### src/margin_dac_pkg.sv
// Behaviour
// - eight-bit code register, 0x7F is midcode
// - code above upper clamp applies upper clamp
// - code below lower clamp applies lower clamp
// - lower clamp above upper forces output off
// - control bits one-zero pick midcode voltage
package margin_dac_pkg;
  // printed offsets are not all multiples of four: they are indexes, byte address is four times
  localparam logic [7:0] CH5_CTRL_IDX = 8'h54;
  localparam logic [7:0] CH6_CTRL_IDX = 8'h55;
  localparam logic [7:0] CH5_CODE_IDX = 8'h5C;
  localparam logic [7:0] CH6_CODE_IDX = 8'h5D;
  localparam logic [7:0] CH5_UPPER_IDX = 8'h64;
  localparam logic [7:0] CH6_UPPER_IDX = 8'h65;
  localparam logic [7:0] CH5_LOWER_IDX = 8'h6C;
  localparam logic [7:0] CH6_LOWER_IDX = 8'h6D;
  localparam logic [7:0] CH5_STATUS_IDX = 8'h70;
  localparam logic [7:0] CH6_STATUS_IDX = 8'h71;
  localparam int ADDR_W = 10;
  localparam int IDX_LSB = 2;
  localparam logic [7:0] MIDCODE = 8'h7F;
  localparam logic [7:0] UPPER_RST = 8'hFF;
  localparam logic [7:0] LOWER_RST = 8'h00;
  localparam int ENABLE_BIT = 2;
  localparam logic [7:0] CTRL_MASK = 8'h07;

  typedef enum logic [1:0] {
    MID_1V25,
    MID_1V00,
    MID_0V80,
    MID_0V60
  } midcode_sel_e;

  typedef struct packed {
    logic enable;
    midcode_sel_e midcode_voltage_select;
    logic [7:0] code;
  } dac_drive_s;
endpackage

### src/margin_dac_code_limiter.sv
// The APB register port was left to the implementer.
`timescale 1ns/10ps
module margin_dac_code_limiter
  import margin_dac_pkg::*;
(
  input wire logic pclk, // apb clock, 25 MHz
  input wire logic presetn, // async reset, active low
  input wire logic psel, // apb select
  input wire logic penable, // apb access phase
  input wire logic pwrite, // apb write
  input wire logic [ADDR_W-1:0] paddr, // apb byte address
  input wire logic [31:0] pwdata, // apb write data
  output logic [31:0] prdata, // apb read data
  output logic pready, // apb ready
  output logic pslverr, // apb error on unmapped address
  output dac_drive_s ch5_drive, // applied drive, channel 5
  output dac_drive_s ch6_drive // applied drive, channel 6
);
  logic [7:0] ctrl_ff [2];
  logic [7:0] code_ff [2];
  logic [7:0] upper_ff [2];
  logic [7:0] lower_ff [2];
  dac_drive_s drive_ff [2];
  logic [31:0] prdata_ff;
  logic pready_ff;
  logic pslverr_ff;

  logic [7:0] idx;
  logic setup;
  logic hit;
  logic [31:0] nxt_rdata;
  logic [7:0] wbyte;
  logic access_wr;
  logic [1:0] wr_ctrl;
  logic [1:0] wr_code;
  logic [1:0] wr_upper;
  logic [1:0] wr_lower;
  logic [1:0] inverted;
  logic [1:0] nxt_enable;
  midcode_sel_e nxt_select [2];
  logic [7:0] nxt_code [2];

  assign idx = paddr[IDX_LSB +: 8];
  assign setup = psel && !penable;
  assign wbyte = pwdata[7:0];

  always_comb begin
    hit = 1'b1;
    nxt_rdata = '0;
    unique case (idx)
      CH5_CTRL_IDX: nxt_rdata[7:0] = ctrl_ff[0] & CTRL_MASK;
      CH6_CTRL_IDX: nxt_rdata[7:0] = ctrl_ff[1] & CTRL_MASK;
      CH5_CODE_IDX: nxt_rdata[7:0] = code_ff[0];
      CH6_CODE_IDX: nxt_rdata[7:0] = code_ff[1];
      CH5_UPPER_IDX: nxt_rdata[7:0] = upper_ff[0];
      CH6_UPPER_IDX: nxt_rdata[7:0] = upper_ff[1];
      CH5_LOWER_IDX: nxt_rdata[7:0] = lower_ff[0];
      CH6_LOWER_IDX: nxt_rdata[7:0] = lower_ff[1];
      CH5_STATUS_IDX: nxt_rdata[7:0] = drive_ff[0].code;
      CH6_STATUS_IDX: nxt_rdata[7:0] = drive_ff[1].code;
      default: hit = 1'b0;
    endcase
  end

  // no wait state: answer is registered during setup, ready in the first access cycle
  always_ff @(posedge pclk or negedge presetn) begin
    if (!presetn) begin
      pready_ff <= 1'b0;
    end else begin
      pready_ff <= setup;
    end
  end

  // error rides with ready, so it stands exactly as long as the answer
  always_ff @(posedge pclk or negedge presetn) begin
    if (!presetn) begin
      pslverr_ff <= 1'b0;
    end else begin
      pslverr_ff <= setup && !hit;
    end
  end

  // read data is zero outside a read answer, keeping the bus quiet between transfers
  always_ff @(posedge pclk or negedge presetn) begin
    if (!presetn) begin
      prdata_ff <= '0;
    end else begin
      prdata_ff <= (setup && !pwrite) ? nxt_rdata : '0;
    end
  end

  // writes land at the completing edge; status and unmapped writes are ignored
  assign access_wr = psel && penable && pready_ff && pwrite;

  always_comb begin
    wr_ctrl = '0;
    wr_code = '0;
    wr_upper = '0;
    wr_lower = '0;
    if (access_wr) begin
      unique case (idx)
        CH5_CTRL_IDX: wr_ctrl[0] = 1'b1;
        CH6_CTRL_IDX: wr_ctrl[1] = 1'b1;
        CH5_CODE_IDX: wr_code[0] = 1'b1;
        CH6_CODE_IDX: wr_code[1] = 1'b1;
        CH5_UPPER_IDX: wr_upper[0] = 1'b1;
        CH6_UPPER_IDX: wr_upper[1] = 1'b1;
        CH5_LOWER_IDX: wr_lower[0] = 1'b1;
        CH6_LOWER_IDX: wr_lower[1] = 1'b1;
        default: ;
      endcase
    end
  end

  // unused control bits are dropped on the way in, so they always read zero
  always_ff @(posedge pclk or negedge presetn) begin
    if (!presetn) begin
      for (int c = 0; c < 2; c++) begin
        ctrl_ff[c] <= '0;
      end
    end else begin
      for (int c = 0; c < 2; c++) begin
        if (wr_ctrl[c]) begin
          ctrl_ff[c] <= wbyte & CTRL_MASK;
        end
      end
    end
  end

  always_ff @(posedge pclk or negedge presetn) begin
    if (!presetn) begin
      for (int c = 0; c < 2; c++) begin
        code_ff[c] <= MIDCODE;
      end
    end else begin
      for (int c = 0; c < 2; c++) begin
        if (wr_code[c]) begin
          code_ff[c] <= wbyte;
        end
      end
    end
  end

  // limits reset wide open so the midcode passes untouched until software narrows them
  always_ff @(posedge pclk or negedge presetn) begin
    if (!presetn) begin
      for (int c = 0; c < 2; c++) begin
        upper_ff[c] <= UPPER_RST;
      end
    end else begin
      for (int c = 0; c < 2; c++) begin
        if (wr_upper[c]) begin
          upper_ff[c] <= wbyte;
        end
      end
    end
  end

  always_ff @(posedge pclk or negedge presetn) begin
    if (!presetn) begin
      for (int c = 0; c < 2; c++) begin
        lower_ff[c] <= LOWER_RST;
      end
    end else begin
      for (int c = 0; c < 2; c++) begin
        if (wr_lower[c]) begin
          lower_ff[c] <= wbyte;
        end
      end
    end
  end

  // upper is tested first, so an inverted pair still yields a defined code
  always_comb begin
    for (int c = 0; c < 2; c++) begin
      inverted[c] = lower_ff[c] > upper_ff[c];
      nxt_select[c] = midcode_sel_e'(ctrl_ff[c][1:0]);
      nxt_enable[c] = ctrl_ff[c][ENABLE_BIT] && !inverted[c];
      if (code_ff[c] > upper_ff[c]) begin
        nxt_code[c] = upper_ff[c];
      end else if (code_ff[c] < lower_ff[c]) begin
        nxt_code[c] = lower_ff[c];
      end else begin
        nxt_code[c] = code_ff[c];
      end
    end
  end

  // inverted limits leave no legal code, so the channel is shut off instead
  // drive is registered: it follows a register write by one clock
  always_ff @(posedge pclk or negedge presetn) begin
    if (!presetn) begin
      for (int c = 0; c < 2; c++) begin
        drive_ff[c] <= '{enable: 1'b0, midcode_voltage_select: MID_1V25, code: MIDCODE};
      end
    end else begin
      for (int c = 0; c < 2; c++) begin
        drive_ff[c].midcode_voltage_select <= nxt_select[c];
        drive_ff[c].enable <= nxt_enable[c];
        drive_ff[c].code <= nxt_code[c];
      end
    end
  end

  assign prdata = prdata_ff;
  assign pready = pready_ff;
  assign pslverr = pslverr_ff;
  assign ch5_drive = drive_ff[0];
  assign ch6_drive = drive_ff[1];
endmodule

### config.mk
export PLATFORM = sky130hd
export DESIGN_NAME = margin_dac_code_limiter
export DESIGN_NICKNAME = d
export VERILOG_FILES = /design/src/margin_dac_pkg.sv /design/src/margin_dac_code_limiter.sv
export SDC_FILE = /design/constraint.sdc
export NUM_CORES = 1
export LEC_CHECK = 0
export BUFFER_PORTS_ARGS = -buffer_cell sky130_fd_sc_hd__clkbuf_2
export CORE_MARGIN = 3
export CORE_UTILIZATION = 40
export DETAILED_ROUTE_END_ITERATION = 16
export SYNTH_ARGS = -nofsm -noshare
export SYNTH_HDL_FRONTEND = slang
export SYNTH_SLANG_ARGS = --single-unit
### constraint.sdc
create_clock -name pclk -period 4.28 [get_ports pclk]
set_clock_uncertainty 0.1 [all_clocks]
set_input_delay 1.07 -clock pclk [delete_from_list [all_inputs] [get_ports pclk]]
set_output_delay 1.07 -clock pclk [all_outputs]
set_load 0.01 [all_outputs]
==> impl_metrics.yaml, run 1 <==
setup_path:
  path_depth: 6
  r2r-start: "upper_ff[2]"
  slowest_stage: "and4bb_1"
  rr_worst_depth: 7
  rrSetupSlack_ns: 1.77
  crit_path_end_kind: "flip-flop"
  r2r_end: "ch6_drive[7]"
  path_cells: "clkbuf_2, and4bb_1, nand2_4, nor2_1, a22oi_1, a31oi_1"
  slowest_delay_ns: 0.54
  critical_path_buf_inv_count: 1
  path_delay_family: "simple AND/OR/NAND/NOR gates"
  required_ns: 4.40
  worstPathMaxFanout: 9
  cp.arrival_ns: 2.79
  critical_path_class: "input pin to flip-flop"
  critPathLaunchType: "input pin"
routing:
  vias: 3721
  dr.first_iter.drc_count: 273
  post-route-drc-count: 0
  routed_wl_mm: 12.78
  wl_per_cell_microns: 18.39
  first_pass_iters: 4
  viasPerCell: 5.354
  ant_nets: 0
sta:
  maxSlewViolCount: 0
  fin_crit_ns: 2.664
  hold_viol_final: 0
  worst_pin_slew_ns: 1.084
  rsz0062_at_grt: "no"
  hold_ws_ns: 0.3211
  fmax_mhz: 375.3
  slew_headroom: 0.2773
  fin_tns_setup_ns: 0
  setup_viol: 0
  period_share: 0.6225
floorplanning:
  core_sq_um: 12670
  die_w_microns: 120.1
  initial_core_util: 0.4109
  num_io_pins: 103
  die_h_microns: 120.1
  rows: 41
  dieArea_sq_um: 14420
logic_synthesis:
  synth_warnings: 0
  synth_edf_count: 0
  ys_seq_elements: 86
  syn_avg_cell_area_sq_um: 11.27
  syn_area_sq_um: 5206
  ys_seq_area_frac: 0.4239
  synthFlopType: "dfstp_2"
  yosysUniqueCellTypes: 52
  netlist_instances: 462
  synthArstFlopShare: 1.000
hold_path:
  min_to: "ch6_drive[8]"
  holdPathStages: 0
  hp-start: "ctrl_ff[0]"
  hp-class: "flip-flop to flip-flop"
job:
  drv_cap: 0
final_layout:
  final_util: 0.4602
  final_cells: 695
  final_nets: 611
  syn2layout_area_growth_pct: 11.99
  drive_above_1_share: 0.3403
  antenna_cells: 0
clock_network:
  cts_buffers: 9
  ctsHoldBuffers: 0
  htreeDepth: 3
  clock_latency_ns: 0.34
  clock-root-buffer: "clkbuf_16"
  cts_tree: "built"
  cts.repair.resized: 0
  post-cts-setup-buffers: 0
  clock_path_buffers: 2
  clock_sink_count: 86
  path_clk_slew_ns: 0.06
placement:
  numPortBuffers: 52
  gp_congestion: 0.8599
  dp.cells: 679
  dpl.hpwl_mm: 9.757
global_route:
  grt_pass1_wl_mm: 20.84
  grt_pass1_vias: 3865
  grt_overflow: 0
  antenna_found_initial: 0
  grt.total_usage: 0.1845
  grt_max_degree: 87
power_and_ir_drop:
  power.leakage_nw: 2.761
  p_total_w: 0.001679
  powerDensity_nw_per_um2: 288.0
  ir_worst_vdd_mv: 0.2447
run_status:
  status: "finished clean"
[Yosys cell counts, drive strengths merged, types with 8 or more instances]
cell	count	area (sq um)
nor2	22	120.1
dfstp	44	1156
ha	46	575.6
dfrtp	42	1051
nand3	8	40.04
mux2i	41	410.4
mux2	46	529.3
a31oi	9	62.56
buf	28	209.0
o21ai	20	100.1
a21oi	25	136.4
nand2	29	148.9
inv	34	127.6
[per-stage QoR]
step,worst slack [ns],cell area (sq um)
6_report,1.616,5831
5_1_grt,1.564,5831
3_5_place_dp,1.340,5553
2_1_floorplan,1.823,5293
4_1_cts,1.691,5831
3_3_place_gp,1.397,5553
[cells by family after synthesis]
logic type	synth area share
other	0.0007203
DFF	0.4239
AOI/OAI and AO/OA	0.1060
adders and majority gates	0.1105
muxes	0.1805
xor gates and xnor gates	0.001683
and+or+nand+nor	0.1103
buffers and inverters	0.06633
[layout by cell type, fill, tap and decap left out, types with 21 or more instances in the layout]
cell / n
conb_1: 24
inv_1: 34
mux2i_1: 41
nand2_1: 21
dfstp_2: 44
dfrtp_1: 42
ha_1: 46
clkbuf_2: 51
a21oi_1: 24
mux2_2: 43
[area by class of cell]
cell class                      count  area (sq um)
Clock inverter                      5         35.03
Tap cell                          172         215.2
Timing Repair Buffer               52         262.8
Sequential cell                    86          2207
Multi-Input combinational cell    335          2740
Inverter                           34         127.6
Fill cell                        1230          6840
Clock buffer                       11         242.7
[per-layer routing]
metal | global-route usage | wire length (microns)
met1 | 0.2462 | 5851
met2 | 0.2986 | 5937
met3 | 0.03959 | 645
met4 | 0.06156 | 346
met5 | 0 | 0
[worst register-to-register path: stages, from the launching register on]
cell     delay (ns)
dfstp_2        0.52
inv_1          0.09
ha_1           0.32
and4b_1        0.20
a211o_1        0.11
a21oi_1        0.07
a31oi_2        0.58
mux2i_1        0.40
[flip-flops by register name, indices dropped and copies added (netlist names)]
name and count:
ch6_drive 11, ch5_drive 11, pready 1, pslverr 1, prdata 8, lower_ff 16
ctrl_ff 6, code_ff 16, upper_ff 16
[worst max path at each step]
stage / from / endpoint / slack, ns
floorplan: paddr[2] / ctrl_ff[0] / 1.82
global placement: paddr[7] / code_ff[7] / 1.40
detailed placement: paddr[7] / prdata[3] / 1.34
CTS: paddr[7] / prdata[3] / 1.69
global route: paddr[7] / prdata[3] / 1.56
finish: paddr[9] / prdata[3] / 1.62
[power by group]
part           leakage (nW)  total, W  switching (W)  internal, W
logic                  1.64  0.000119      0.0000810    0.0000377
registers             0.997  0.000838     0.00000832     0.000829
clock network         0.124  0.000723       0.000315     0.000408
total                  2.76   0.00168       0.000404      0.00127
No activity file was read; power rests on OpenSTA's default activity.
==> inputs of run 2 (changes only) <==
- clock period: 4.28 -> 2.3 ns (I/O delays scaled with it)
==> run 2 against run 1 <==
Effect of this change: sequential share of layout area down 1.6 points; largest power group unchanged; routed wire length grew 0.92%; largest cell class unchanged; core utilization is 2.0 points higher; critical path depth up 2; power is 89% higher.
==> impl_metrics.yaml, run 2 (synthesis results as in run 1) <==
run_status:
  status: "finished clean"
final_layout:
  reg.largest.list: "code_ff: 16 flops, lower_ff: 16 flops, upper_ff: 16 flops"
  drive_above_1_share: 0.3768
  syn2layout_area_growth_pct: 16.97
  antenna_cells: 0
  final_nets: 640
  final_cell_mix: "51 x clkbuf_2, 46 x ha_1, 44 x dfstp_2"
  final_common_cell: "clkbuf_2"
  final_cells: 724
clock_network:
  clock_sink_count: 86
  htreeDepth: 3
  clock_latency_ns: 0.35
  path_clk_slew_ns: 0.06
  clock_path_buffers: 2
  cts_tree: "built"
  clock-root-buffer: "clkbuf_16"
  cts_buffers: 9
routing:
  post-route-drc-count: 0
  routed_wl_mm: 12.90
  viasPerCell: 5.293
  vias: 3832
  first_pass_iters: 5
  wl_per_cell_microns: 17.82
  dr.first_iter.drc_count: 316
  ant_nets: 0
floorplanning:
  rows: 41
  core_sq_um: 12670
  initial_core_util: 0.4109
  num_io_pins: 103
  die_h_microns: 120.1
  dieArea_sq_um: 14420
  die_w_microns: 120.1
global_route:
  grt_pass1_wl_mm: 21.00
  grt_overflow: 0
  grt.total_usage: 0.1869
  grt_pass1_vias: 3909
  antenna_found_initial: 0
  grt_max_degree: 74
setup_path:
  r2r-start: "upper_ff[1]"
  critPathLaunchType: "flip-flop"
  rr_worst_depth: 8
  r2r_end: "ch6_drive[0]"
  required_ns: 2.44
  critical_path_class: "flip-flop to flip-flop"
  rrSetupSlack_ns: 0.06
  worstPathMaxFanout: 3
  crit_path_end_kind: "flip-flop"
  cp.arrival_ns: 2.38
sta:
  setup_viol: 0
  fmax_mhz: 446.4
  period_share: 0.9740
  fin_crit_ns: 2.240
  hold_viol_final: 0
  fin_tns_setup_ns: 0
  hold_ws_ns: 0.3191
  maxSlewViolCount: 0
hold_path:
  hp-start: "ctrl_ff[0]"
  min_to: "ch6_drive[8]"
  holdPathStages: 0
  hp-class: "flip-flop to flip-flop"
placement:
  dpl.hpwl_mm: 9.874
  gp_congestion: 0.8341
  numPortBuffers: 52
  dp.cells: 703
power_and_ir_drop:
  ir_worst_vdd_mv: 0.3819
  power.leakage_nw: 2.928
  powerDensity_nw_per_um2: 521.5
job:
  drv_cap: 0
## run 2: per-layer routing
layer / wire, microns / part of all wire / track usage / up-vias
met5: 0 / 0 / 0 / -
met4: 296 / 0.023 / 0.05512 / 0
met3: 696 / 0.054 / 0.03346 / 20
met2: 5889 / 0.46 / 0.3028 / 138
met1: 6017 / 0.47 / 0.2565 / 1869
li1: - / - / - / 1805
## run 2: worst max-delay path by stage
stage	startpoint	endpoint	slack, ns	cells after the start
floorplan	upper_ff[9]	ch5_drive[0]	0.20	7
global placement	upper_ff[5]	ch6_drive[7]	-0.02	7
detailed placement	upper_ff[1]	ch6_drive[7]	-0.06	7
CTS	upper_ff[1]	ch6_drive[0]	0.09	7
global route	upper_ff[3]	ch6_drive[0]	-0.008	8
finish	upper_ff[1]	ch6_drive[0]	0.06	8
## run 2: power breakdown
part | leakage [nW] | switching, W | internal, W
sequential | 0.997 | 0.0000154 | 0.00154
clock | 0.141 | 0.000628 | 0.000745
combinational | 1.79 | 0.000156 | 0.0000890
## run 2: area by class of cell
| cell class | count | area [sq um] |
|---|---|---|
| Fill cell | 1187 | 6581 |
| Tap cell | 172 | 215.2 |
| Clock inverter | 7 | 53.80 |
| Timing Repair Buffer | 81 | 508.0 |
| Inverter | 34 | 127.6 |
| Multi-Input combinational cell | 335 | 2753 |
| Sequential cell | 86 | 2207 |
| Clock buffer | 9 | 225.2 |
## run 2: critical path, stage by stage (launching register included)
cell and delay (ns):
dfstp_2 0.54, inv_1 0.06, ha_1 0.29, and4b_1 0.21, a211o_1 0.28, a21oi_2 0.19
a31oi_4 0.06, buf_4 0.17, mux2i_1 0.24
## run 2: what timing repair did
| item | CTS | global route |
|---|---|---|
| pin swaps | 0 | 1 |
| hold buffers | 1 | 0 |
| setup endpoints to repair | 8 | 8 |
| resized for setup | 1 | 1 |
| buffers inserted | 0 | 4 |
| hold endpoints to repair | 5 | 0 |
## run 2: stage by stage
stage | setup slack (ns) | instance area, sq um | total power, W | util
after global placement | -0.01527 | 5758 | 0.001814 | 0.4544
after floorplan | 0.2011 | 5293 | 0.001729 | -
final | 0.05987 | 6090 | 0.003176 | 0.4806
after detailed placement | -0.06213 | 5758 | 0.001817 | 0.4544
after CTS | 0.09479 | 6056 | 0.003198 | 0.4779
after global routing | -0.008034 | 6090 | 0.003303 | 0.4806
==> inputs of run 3 (changes only) <==
- CORE_UTILIZATION: 40 -> 45
- PLACE_DENSITY: not set -> 0.7
==> run 3 against run 2 <==
Effect of this change: sequential share of layout area barely moved; combinational power barely moved; power rose by 7.0%; clock-buffer cell count did not move; first-iteration DRC count fell by 27%; routed wire length rose by 0.68%; non-clock buffer count fell by 2; cell area barely moved; largest cell class unchanged.
==> impl_metrics.yaml, run 3 (synthesis results as in run 1) <==
floorplanning:
  initial_core_util: 0.4700
  rows: 38
  die_h_microns: 113.6
  core_sq_um: 11080
  num_io_pins: 103
  die_w_microns: 113.6
  dieArea_sq_um: 12900
final_layout:
  final_cell_mix: "51 x clkbuf_2, 46 x ha_1, 44 x dfstp_2"
  final_nets: 638
  syn2layout_area_growth_pct: 17.02
  final_common_cell: "clkbuf_2"
  final_util: 0.5499
  reg.largest.list: "code_ff: 16 flops, lower_ff: 16 flops, upper_ff: 16 flops"
  drive_above_1_share: 0.3745
  antenna_cells: 0
global_route:
  grt_pass1_wl_mm: 20.80
  grt_max_degree: 42
  antenna_found_initial: 0
  grt.total_usage: 0.2073
  grt_pass1_vias: 4059
  grt_overflow: 0
power_and_ir_drop:
  p_comb_frac: 0.072
  powerDensity_nw_per_um2: 557.9
  p_total_w: 0.003399
  ir_worst_vdd_mv: 0.4812
  p_int_w: 0.002600
  power.leakage_nw: 2.942
  switchingPower_w: 0.0007988
  p_seq_frac: 0.459
  p_clk_frac: 0.470
  switching_share: 0.2350
sta:
  worst_slack_ns: 0.1248
  fmax_mhz: 459.7
  hold_viol_final: 0
  fin_crit_ns: 2.175
  rsz0062_at_grt: "no"
  maxSlewViolCount: 0
  hold_ws_ns: 0.05162
  period_share: 0.9457
  setup_viol: 0
  fin_tns_setup_ns: 0
setup_path:
  crit_path_end_kind: "flip-flop"
  cp.arrival_ns: 2.33
  critPathLaunch: "upper_ff[3]"
  required_ns: 2.45
  worstPathMaxFanout: 8
  critical_path_class: "flip-flop to flip-flop"
  rr_worst_depth: 7
  r2r-start: "upper_ff[3]"
  rrSetupSlack_ns: 0.12
  critPathLaunchType: "flip-flop"
routing:
  viasPerCell: 5.601
  post-route-drc-count: 0
  first_pass_iters: 4
  wl_per_cell_microns: 18.82
  routed_wl_mm: 12.99
  dr.first_iter.drc_count: 230
  vias: 3865
  ant_nets: 0
clock_network:
  cts_buffers: 9
  clock_latency_ns: 0.34
  path_clk_slew_ns: 0.06
  cts_tree: "built"
  clock_path_buffers: 2
  clock-root-buffer: "clkbuf_16"
  clock_sink_count: 86
  htreeDepth: 3
placement:
  numPortBuffers: 52
  dpl.hpwl_mm: 10.08
  gp_congestion: 0.8920
  dp_slack_ns: 0.002084
run_status:
  status: "finished clean"
job:
  drv_cap: 0
hold_path:
  hp-class: "input pin to async pin"
==> run 3: changes by cell type in the layout (fill, tap and decap cells not counted) <==
| cell | change |
|---|---|
| buf_4 | -2 |
| bufinv_16 | +2 |
| clkinv_2 | -2 |
| inv_6 | -2 |
| a21oi_1 | +1 |
| a21oi_2 | -1 |
| buf_12 | +1 |
| clkinvlp_4 | +1 |
| dlygate4sd3_1 | -1 |
| inv_8 | +1 |
==> run 3: worst max-delay path, stage by stage (launching register included) <==
cell and delay (ns):
dfstp_2 0.54, inv_1 0.05, ha_1 0.30, and4b_1 0.19, a211o_1 0.27, a21oi_1 0.25, a31oi_4 0.13, mux2i_1 0.25
==> run 3: power groups by stage <==
stage                     Clock (W)  Combinational (W)  Sequential, W
after floorplan                   0           0.000144        0.00158
after global placement            0           0.000230        0.00158
after detailed placement          0           0.000235        0.00158
after CTS                   0.00163           0.000238        0.00156
after global routing        0.00169           0.000267        0.00156
final                       0.00160           0.000244        0.00156
==> run 3: metrics by stage <==
step,cell area [sq um],instances
after floorplan,5293,485
after global placement,5725,672
after detailed placement,5725,672
after CTS,6065,688
after global routing,6092,690
final,6092,690
==> run 3: repair_timing <==
action,CTS,global route
hold buffers,0,0
pin swaps,0,1
endpoints found under the setup margin,2,1
gates resized for setup,1,0
endpoints found under the hold margin,0,0
setup buffers,0,2
==> run 3: final timing paths <==
check | to
max in group asynchronous | code_ff[3]
min | lower_ff[10]
max | ch6_drive[1]
max reg2reg | ch6_drive[1]
min in group pclk | ch6_drive[8]
min reg2reg | ch6_drive[8]
==> run 3: area by class of cell <==
| cell class | count | area [sq um] |
|---|---|---|
| Sequential cell | 86 | 2207 |
| Multi-Input combinational cell | 335 | 2749 |
| Fill cell | 987 | 4986 |
| Clock inverter | 7 | 105.1 |
| Clock buffer | 9 | 225.2 |
| Timing Repair Buffer | 79 | 503.0 |
| Tap cell | 140 | 175.2 |
| Inverter | 34 | 127.6 |
==> run 3: per-layer routing <==
layer | up-vias | GRT usage | routed length, microns
met2 | 151 | 0.3475 | 6317
met5 | - | 0 | 0
met3 | 22 | 0.03236 | 749
met4 | 0 | 0.07772 | 288
met1 | 1893 | 0.2711 | 5632
li1 | 1799 | - | -
